### src/core/io_expander_host_pkg.sv
// Purpose: Shared constants and carriers for the expander bus host.
// Assumes: 100 MHz reference clock, standard-mode serial clock.
// Notes:   Timing counts derive from times in ns and the clock period.
package io_expander_host_pkg;

   // Reference clock period in ns
   localparam int CLK_PERIOD_NS   = 10;
   // Serial clock period in ns (100 kHz)
   localparam int SCL_PERIOD_NS   = 10000;
   // Least bus free time before a start, ns
   localparam int BUS_FREE_NS     = 4700;
   // Quarter bit cycles; a longest step, so it rounds down
   localparam int QUARTER_CYC     = (SCL_PERIOD_NS / 4) / CLK_PERIOD_NS;
   // Idle cycles needed; a least time, so it rounds up
   localparam int FREE_CYC        = (BUS_FREE_NS + CLK_PERIOD_NS - 1) / CLK_PERIOD_NS;
   // Counter widths
   localparam int QCNT_W          = $clog2(QUARTER_CYC);
   localparam int FREE_W          = $clog2(FREE_CYC + 1);
   // Bit index of the acknowledge slot
   localparam logic [3:0] ACK_BIT = 4'h8;
   // Reset values
   localparam logic [7:0] RST_BYTE = 8'h00;

   // One bus transaction asked for by the user
   typedef struct packed {
      logic       rd;        // 1: read port, 0: write port
      logic [2:0] strap;     // Strap setting of the target
      logic [7:0] wdata;     // Byte to latch on the port
      logic [7:0] count;     // Bytes to read, 0 counts as 1
   } cmd_type;

   // One byte read back from the port
   typedef struct packed {
      logic [7:0] rdata;     // Sampled port inputs
      logic       last;      // Final byte of the read
   } rsp_type;

   // Bus machine states
   typedef enum logic [1:0] {
      S_IDLE,
      S_START,
      S_BIT,
      S_STOP
   } state_type;

endpackage : io_expander_host_pkg

### src/core/io_expander_host.sv
// Purpose: Bus master that writes and reads a remote 8-bit I/O expander.
// Assumes: Single clock; the master makes the serial clock by division.
// Notes:   Open-drain pins come out as value/enable pairs; no stretching.
`timescale 1ns/1ps
module io_expander_host #(
   parameter logic [3:0] ADDR_HI = 4'h4    // Fixed upper address bits
) (
   // Clock and reset
   input  wire logic                         ref_clk_in,
   input  wire logic                         srst_in,
   // User command port
   input  wire logic                         cmd_valid_in,
   input  wire io_expander_host_pkg::cmd_type cmd_in,
   output logic                              cmd_ready_out,
   // Read data and completion
   output logic                              rsp_valid_out,
   output io_expander_host_pkg::rsp_type     rsp_out,
   output logic                              done_out,
   output logic                              nack_out,
   output logic                              alert_out,
   // Serial clock pin, open drain
   input  wire logic                         scl_in,
   output logic                              scl_out,
   output logic                              scl_oe_out,
   // Serial data pin, open drain
   input  wire logic                         sda_in,
   output logic                              sda_out,
   output logic                              sda_oe_out,
   // Alert line from the expander, active low
   input  wire logic                         alert_n_in
);

   // Synchronised pin levels
   logic                               scl_s;
   logic                               sda_s;
   logic                               alert_n_s;

   // Bus machine state
   io_expander_host_pkg::state_type    st_q, st_d;
   logic [1:0]                         phase_q, phase_d;   // Quarter of bit
   logic [io_expander_host_pkg::QCNT_W-1:0] qcnt_q, qcnt_d;
   logic [io_expander_host_pkg::FREE_W-1:0] free_q, free_d;
   logic [3:0]                         bit_q, bit_d;       // 0..7 data, 8 ack
   logic [7:0]                         shreg_q, shreg_d;   // Shift register
   logic                               rx_q, rx_d;         // Byte comes from slave
   logic                               addr_q, addr_d;     // Address byte pending
   logic                               ack_q, ack_d;       // Sampled ack level
   io_expander_host_pkg::cmd_type      cmd_q, cmd_d;       // Held command
   logic [7:0]                         left_q, left_d;     // Read bytes left
   logic                               scl_oe_q, scl_oe_d;
   logic                               sda_oe_q, sda_oe_d;
   // Registered answers
   logic                               rsp_valid_q, rsp_valid_d;
   io_expander_host_pkg::rsp_type      rsp_q, rsp_d;
   logic                               done_q, done_d;
   logic                               nack_q, nack_d;
   // Derived
   logic                               tick;               // End of a quarter
   logic                               bus_free;           // Idle long enough
   logic                               in_idle, in_bit, in_ack; // State decodes

   // Pins cross into the clock domain before any use
   pin_sync #(
      .WIDTH   (3),
      .RST_VAL (32'h00000007)
   ) u_sync (
      .ref_clk_in (ref_clk_in),
      .srst_in    (srst_in),
      .pin_in     ({scl_in, sda_in, alert_n_in}),
      .sync_out   ({scl_s, sda_s, alert_n_s})
   );
   assign in_idle  = (st_q == io_expander_host_pkg::S_IDLE);
   assign in_bit   = (st_q == io_expander_host_pkg::S_BIT);
   assign in_ack   = in_bit && (bit_q == io_expander_host_pkg::ACK_BIT);

   assign tick     = (qcnt_q == io_expander_host_pkg::QCNT_W'(
                      io_expander_host_pkg::QUARTER_CYC - 1));
   assign bus_free = (free_q == io_expander_host_pkg::FREE_W'(
                      io_expander_host_pkg::FREE_CYC));

   // Next-state logic for the whole bus sequence
   always_comb begin
      st_d        = st_q;
      phase_d     = phase_q;
      free_d      = free_q;
      bit_d       = bit_q;
      shreg_d     = shreg_q;
      rx_d        = rx_q;
      addr_d      = addr_q;
      ack_d       = ack_q;
      cmd_d       = cmd_q;
      left_d      = left_q;
      scl_oe_d    = scl_oe_q;
      sda_oe_d    = sda_oe_q;
      rsp_valid_d = 1'b0;
      rsp_d       = rsp_q;
      done_d      = 1'b0;
      nack_d      = nack_q;

      // Quarter timer runs only during a transaction
      qcnt_d = (in_idle || tick) ? '0 : qcnt_q + io_expander_host_pkg::QCNT_W'(1);
      if (!in_idle && tick) begin
         phase_d = phase_q + 2'h1;
      end

      // Bus counts as free only after both lines sit high long enough
      if (!(in_idle && scl_s && sda_s)) begin
         free_d = '0;
      end else if (!bus_free) begin
         free_d = free_q + io_expander_host_pkg::FREE_W'(1);
      end

      unique case (st_q)
         io_expander_host_pkg::S_IDLE: begin    // Lines stay released while idle
            scl_oe_d = 1'b0;
            sda_oe_d = 1'b0;
            if (cmd_valid_in && bus_free) begin
               cmd_d   = cmd_in;
               shreg_d = {ADDR_HI, cmd_in.strap, cmd_in.rd};
               left_d  = (cmd_in.count == 8'h00) ? 8'h01 : cmd_in.count;
               rx_d    = 1'b0;
               addr_d  = 1'b1;
               bit_d   = 4'h0;
               phase_d = 2'h0;
               nack_d  = 1'b0;                  // Error flag belongs to this transfer
               st_d    = io_expander_host_pkg::S_START;
            end
         end
         io_expander_host_pkg::S_START: begin   // Data falls under high clock, then clock low
            if (tick && phase_q == 2'h0) begin
               sda_oe_d = 1'b1;
            end else if (tick && phase_q == 2'h1) begin
               scl_oe_d = 1'b1;
               phase_d  = 2'h0;
               st_d     = io_expander_host_pkg::S_BIT;
            end
         end
         io_expander_host_pkg::S_BIT: begin
            if (tick) begin
               unique case (phase_q)
                  2'h0: begin                                // Data moves under low clock
                     if (bit_q != io_expander_host_pkg::ACK_BIT) begin
                        sda_oe_d = !rx_q && !shreg_q[7];
                     end else if (rx_q) begin
                        sda_oe_d = (left_q != 8'h01);
                     end else begin
                        sda_oe_d = 1'b0;
                     end
                  end
                  2'h1: scl_oe_d = 1'b0;
                  2'h2: begin                                // Sample mid high period
                     if (bit_q != io_expander_host_pkg::ACK_BIT) begin
                        shreg_d = {shreg_q[6:0], sda_s};
                     end else begin
                        ack_d = sda_s;
                     end
                  end
                  2'h3: begin
                     scl_oe_d = 1'b1;
                     if (bit_q != io_expander_host_pkg::ACK_BIT) begin
                        bit_d = bit_q + 4'h1;
                     end else begin
                        bit_d = 4'h0;
                        if (rx_q) begin                      // Each read byte goes out whole
                           rsp_valid_d = 1'b1;
                           rsp_d       = {shreg_q, (left_q == 8'h01)};
                           left_d      = left_q - 8'h01;
                           if (left_q == 8'h01) begin
                              st_d = io_expander_host_pkg::S_STOP;
                           end
                        end else if (ack_q) begin            // Missing ack ends it at once
                           nack_d = 1'b1;
                           st_d   = io_expander_host_pkg::S_STOP;
                        end else if (addr_q) begin
                           addr_d  = 1'b0;
                           rx_d    = cmd_q.rd;
                           shreg_d = cmd_q.rd ? io_expander_host_pkg::RST_BYTE
                                              : cmd_q.wdata;
                        end else begin
                           st_d = io_expander_host_pkg::S_STOP;
                        end
                     end
                  end
               endcase
            end
         end
         io_expander_host_pkg::S_STOP: begin    // Data low, clock high, data rises
            if (tick) begin
               unique case (phase_q)
                  2'h0: sda_oe_d = 1'b1;
                  2'h1: scl_oe_d = 1'b0;
                  2'h2: sda_oe_d = 1'b0;
                  2'h3: begin
                     done_d = 1'b1;
                     st_d   = io_expander_host_pkg::S_IDLE;
                  end
               endcase
            end
         end
      endcase
   end

   // State registers
   always_ff @(posedge ref_clk_in) begin
      if (srst_in) begin
         st_q        <= io_expander_host_pkg::S_IDLE;
         phase_q     <= 2'h0;
         qcnt_q      <= '0;
         free_q      <= '0;
         bit_q       <= 4'h0;
         shreg_q     <= io_expander_host_pkg::RST_BYTE;
         rx_q        <= 1'b0;
         addr_q      <= 1'b0;
         ack_q       <= 1'b0;
         cmd_q       <= '0;
         left_q      <= 8'h00;
         scl_oe_q    <= 1'b0;
         sda_oe_q    <= 1'b0;
         rsp_valid_q <= 1'b0;
         rsp_q       <= '0;
         done_q      <= 1'b0;
         nack_q      <= 1'b0;
      end else begin
         st_q        <= st_d;
         phase_q     <= phase_d;
         qcnt_q      <= qcnt_d;
         free_q      <= free_d;
         bit_q       <= bit_d;
         shreg_q     <= shreg_d;
         rx_q        <= rx_d;
         addr_q      <= addr_d;
         ack_q       <= ack_d;
         cmd_q       <= cmd_d;
         left_q      <= left_d;
         scl_oe_q    <= scl_oe_d;
         sda_oe_q    <= sda_oe_d;
         rsp_valid_q <= rsp_valid_d;
         rsp_q       <= rsp_d;
         done_q      <= done_d;
         nack_q      <= nack_d;
      end
   end

   // Outputs; open-drain pins only ever pull low
   assign cmd_ready_out = (st_q == io_expander_host_pkg::S_IDLE) && bus_free;
   assign rsp_valid_out = rsp_valid_q;
   assign rsp_out       = rsp_q;
   assign done_out      = done_q;
   assign nack_out      = nack_q;
   assign alert_out     = !alert_n_s;
   assign scl_out       = 1'b0;
   assign scl_oe_out    = scl_oe_q;
   assign sda_out       = 1'b0;
   assign sda_oe_out    = sda_oe_q;
endmodule : io_expander_host

### src/core/pin_sync.sv
// Purpose: Two-flop synchroniser for pins entering the clock domain.
// Assumes: Inputs are levels from outside the ref_clk_in domain.
// Notes:   The first stage feeds only the second stage.
`timescale 1ns/1ps
module pin_sync #(
   parameter int          WIDTH   = 1,
   parameter logic [31:0] RST_VAL = 32'hffffffff
) (
   // Clock and reset
   input  wire logic             ref_clk_in,
   input  wire logic             srst_in,
   // Pin side and synchronised side
   input  wire logic [WIDTH-1:0] pin_in,
   output logic      [WIDTH-1:0] sync_out
);

   logic [WIDTH-1:0] meta_q;   // First stage, read only by the second
   logic [WIDTH-1:0] meta_d;
   logic [WIDTH-1:0] sync_q;   // Second stage, safe to use
   logic [WIDTH-1:0] sync_d;

   // Next values of both stages
   always_comb begin
      meta_d = pin_in;
      sync_d = meta_q;
   end

   // Idle-high reset keeps the bus from looking busy after reset
   always_ff @(posedge ref_clk_in) begin
      if (srst_in) begin
         meta_q <= RST_VAL[WIDTH-1:0];
         sync_q <= RST_VAL[WIDTH-1:0];
      end else begin
         meta_q <= meta_d;
         sync_q <= sync_d;
      end
   end

   assign sync_out = sync_q;

endmodule : pin_sync

### config.mk
export PLATFORM = sky130hd
export DESIGN_NAME = io_expander_host
export DESIGN_NICKNAME = d
export VERILOG_FILES = /design/src/core/io_expander_host_pkg.sv /design/src/core/io_expander_host.sv /design/src/core/pin_sync.sv
export SDC_FILE = /design/constraint.sdc
export NUM_CORES = 1
export LEC_CHECK = 0
export BUFFER_PORTS_ARGS = -buffer_cell sky130_fd_sc_hd__buf_2
export CORE_MARGIN = 5
export CORE_UTILIZATION = 62
export DETAILED_ROUTE_END_ITERATION = 8
export GPL_ROUTABILITY_DRIVEN = 0
export PLACE_DENSITY = 0.82
export SYNTH_ARGS = -nofsm -noshare
export SYNTH_HDL_FRONTEND = slang
export SYNTH_SLANG_ARGS = --single-unit
### constraint.sdc
create_clock -name ref_clk_in -period 4.4 [get_ports ref_clk_in]
set_input_delay 0.66 -clock ref_clk_in [delete_from_list [all_inputs] [get_ports ref_clk_in]]
set_output_delay 0.66 -clock ref_clk_in [all_outputs]
set_load 0.005 [all_outputs]
==> summary.txt <==
STA
  • Setup TNS: 0 ps
  • Fin. Hold Viols: 0
  • Slew HR: 0.358
  • Final number of setup-violating endpoints: 0
  • Setup ws final: 1400 ps
  • Post-layout min period: roughly 3000 ps
  • Max Clock Freq: roughly 330 MHz
  • Final worst-path cycle share: 0.682
  • Unrepaired setup endpoints after global routing: no
  • Tightest Pin Transition: 963 ps
  • Skew final: around 9.6 ps
  • Max Slew Vio Count: 0

Power and ir drop
  • Sw power: 478 uW
  • Gate power share: 0.179
  • Power share of the clock group: 0.370
  • Static Leak: 1.53 nW
  • VDD IR max: around 0.29 mV
  • Internal power: 1.13 mW
  • Reg power frac: 0.451
  • Pwr/cell area: 393 nW/um^2
  • Sw frac: 0.297

Clocking
  • Post-CTS sizing: 0
  • Clk sinks: 73
  • Worst-Skew Late Latency: roughly 350 ps
  • Hold buffer count at CTS: 0
  • CTS tree: yes
  • Root Buffer: clkbuf_8
  • CTS H-Tree Depth: 3
  • CTS max path bufs: 2
  • CTS Buf Count: 9
  • Post-CTS setup buffer count: 0
  • Reg clk slew, reported paths: about 80 ps

Floorplan
  • Die X-Extent: ~87 um
  • Number of top-level pins: 44
  • Die height: 87.0 um
  • Starting Density: 0.629
  • Core box area: roughly 6000 um^2
  • Total Die Area: between 7000 and 8000 um^2
  • Placement row count: 28

Yosys
  • Ys flop type: dfxtp_1
  • Synthesized flop and latch total: 73
  • XOR/XNOR share of the synthesized area: 0.0333
  • Compound-Gate Fraction of Synth Area: 0.141
  • Synth Area in Adders: 0.0544
  • Post-synth EDFFs: 0
  • Register area share after synthesis: 0.397
  • Main combinational cell family by area after synthesis: simple AND/OR/NAND/NOR gates
  • Synth cell types: 63
  • Synth warnings: 0
  • Proportion of synthesized area in mux cells: 0.0303
  • Simple logic cell fraction of the synthesized area: 0.284
  • Synth Cell Area: 3680 um^2
  • Ys async rst share: 0
  • Mapped Cells: approximately 440
  • Post-Syn Area per Cell: 8.38 um^2

Final layout
  • Most common cell after layout, fill and taps aside: dfxtp_1
  • Synthesis-to-layout area growth: 11.4%
  • Share of layout cells above drive strength 1: 0.169
  • Antenna fix cells: 0
  • Final nets: 516
  • Most frequent cells in the layout: 73 x dfxtp_1, 51 x nand2_1, 45 x nor2_1

Worst setup path
  • Largest stage delay, worst path: between 600 and 700 ps
  • FF-to-FF Start: phase_q[0]$_SDFF_PP0_
  • Critical Path AT: around 3200 ps
  • Highest-delay cell along the critical path: nor4_4
  • CP Capture Type: flop
  • Buf/Inv on CP: 0
  • WP data required: 4600 ps
  • Crit Path Category: reg -> reg
  • Critical path cell sequence: ha_1, nand2_1, nor4_4, o21a_1, mux2i_1, a31oi_1
  • Crit path max fanout: 23
  • Register-to-Register Path Depth: 6
  • Nature of the critical path startpoint: flop
  • Reg2Reg Capture Point: left_q[4]$_SDFFE_PP0P_
  • Crit-path leading delay family: simple AND/OR/NAND/NOR gates
  • Worst R2R Setup Slack: 1400 ps

Routing
  • Total Wirelength: 8.47 mm
  • Initial DRT Pass Iterations: 5
  • Via density: 5.92
  • Vias after detailed routing: 3282
  • DRT iter0 DRCs: 340
  • Residual DRC: 0
  • Antenna-violating nets left: 0
  • Post-DR wirelength/cell: between 15 and 20 um

Global routing
  • First-pass GRT wire length: about 14 mm
  • GRT Resource Usage Total: 0.234
  • Grt ovf: 0
  • Vias in the first global route: 3053
  • Largest net degree at the start of global routing: 55
  • Initial antenna violation count: 0

Place
  • Port-buffer cells: 41
  • Dpl ws: roughly 1500 ps
  • Detail Placement HPWL: 5.93 mm

Hold path
  • Hold path depth: 1
  • Hold_sp: u_sync.meta_q[1]$_SDFF_PP1_
  • Worst hold endpoint: u_sync.sync_out[1]$_SDFF_PP1_
  • Hold WC Path Type: reg -> reg

Job
  • Max_cap viols: 0

Run status
  • Status: complete, no violations
cells in the mapped netlist (all sizes together) (3+ instances only):
library cell	number	share of area
a211oi	3	0.0061
a21oi	30	0.041
a311oi	3	0.0071
a31o	3	0.0071
a31oi	19	0.032
and3	4	0.0075
buf	6	0.011
clkbuf	15	0.025
dfxtp	73	0.40
ha	16	0.054
inv	21	0.021
mux2i	10	0.027
nand2	51	0.052
nand2b	9	0.015
nand3	23	0.033
nand3b	10	0.020
nand4	10	0.017
nand4b	6	0.018
nor2	45	0.046
nor3	11	0.015
nor4	6	0.014
o21ai	12	0.017
o31ai	3	0.0061
or2	6	0.010
xnor2	8	0.019
xor2	6	0.014
layout make-up:
| class | count | area [um^2] |
|---|---|---|
| clock inverter | 7 | 103 |
| sequential | 73 | 1460 |
| timing repair buffer | 44 | 228 |
| fill | 490 | 1750 |
| tap | 75 | 93.8 |
| clock buffer | 9 | 124 |
| inverter | 22 | 82.6 |
| multi-input combinational | 324 | 2010 |
sequential cells by signal, summed over array words and instances, names as in the netlist:
register	count
ack_q	1
addr_q	1
bit_q	4
cmd_q	9
done_out	1
free_q	9
left_q	8
nack_out	1
phase_q	2
qcnt_q	8
rsp_out	9
rsp_valid_out	1
rx_q	1
scl_oe_out	1
sda_oe_out	1
shreg_q	8
st_q	2
u_sync.meta_q	3
u_sync.sync_out	3
logic make-up (layout without fill, tap and decap cells):
family,Yosys count,count (layout)
multiplexers,11,11
buffers and inverters,43,82
adder cells (fa/ha/maj),16,16
other,1,2
AND/OR/NAND/NOR,197,197
XOR/XNOR,14,14
flip-flops,73,73
AO/OA/AOI/OAI,84,84
layer usage:
metal / GRT usage / vias up / part of all wire
li1: - / 1617 / -
met1: 0.304 / 1522 / 0.42
met2: 0.378 / 126 / 0.48
met3: 0.0605 / 17 / 0.077
met4: 0.0793 / 0 / 0.019
met5: 0 / - / 0
worst reg2reg max path, delay by kind of cell, from the launching register on:
| kind | cells | cell delay [ps] |
|---|---|---|
| fa+ha+maj | 1 | 630 |
| flops | 1 | 410 |
| compound gates | 2 | 640 |
| mux | 1 | 260 |
| simple gates | 2 | 910 |
power by group through the flow:
| stage | clock [mW] | sequential [mW] | combinational, mW |
|---|---|---|---|
| 6_report | 0.595 | 0.726 | 0.288 |
| 5_1_grt | 0.634 | 0.732 | 0.323 |
| 4_1_cts | 0.606 | 0.725 | 0.284 |
| 3_5_place_dp | 0 | 0.740 | 0.279 |
| 3_3_place_gp | 0 | 0.739 | 0.270 |
| 2_1_floorplan | 0 | 0.732 | 0.221 |
worst max-delay path by stage:
| stage | from | cells past startpoint | end |
|---|---|---|---|
| 2_1_floorplan | st_q[0]$_SDFFE_PP0P_ | 8 | left_q[3]$_SDFFE_PP0P_ |
| 3_5_place_dp | phase_q[0]$_SDFF_PP0_ | 6 | left_q[4]$_SDFFE_PP0P_ |
| 4_1_cts | phase_q[0]$_SDFF_PP0_ | 6 | left_q[7]$_SDFFE_PP0P_ |
| 3_3_place_gp | phase_q[0]$_SDFF_PP0_ | 6 | left_q[7]$_SDFFE_PP0P_ |
| 6_report | phase_q[0]$_SDFF_PP0_ | 6 | left_q[4]$_SDFFE_PP0P_ |
| 5_1_grt | phase_q[0]$_SDFF_PP0_ | 6 | left_q[4]$_SDFFE_PP0P_ |
per-stage QoR:
stage / instances / hold WS, ps / power (mW) / utilization / cell area (um^2)
final: 554 / 412 / 1.61 / 0.701 / 4100
after global routing: 554 / 435 / 1.69 / 0.701 / 4100
after CTS: 554 / 414 / 1.61 / 0.701 / 4100
after detailed placement: 538 / 393 / 1.02 / 0.662 / 3870
after global placement: 538 / 394 / 1.01 / 0.662 / 3870
after floorplan: 440 / 389 / 0.953 / - / 3680
No activity file was read; power rests on OpenSTA's default activity.
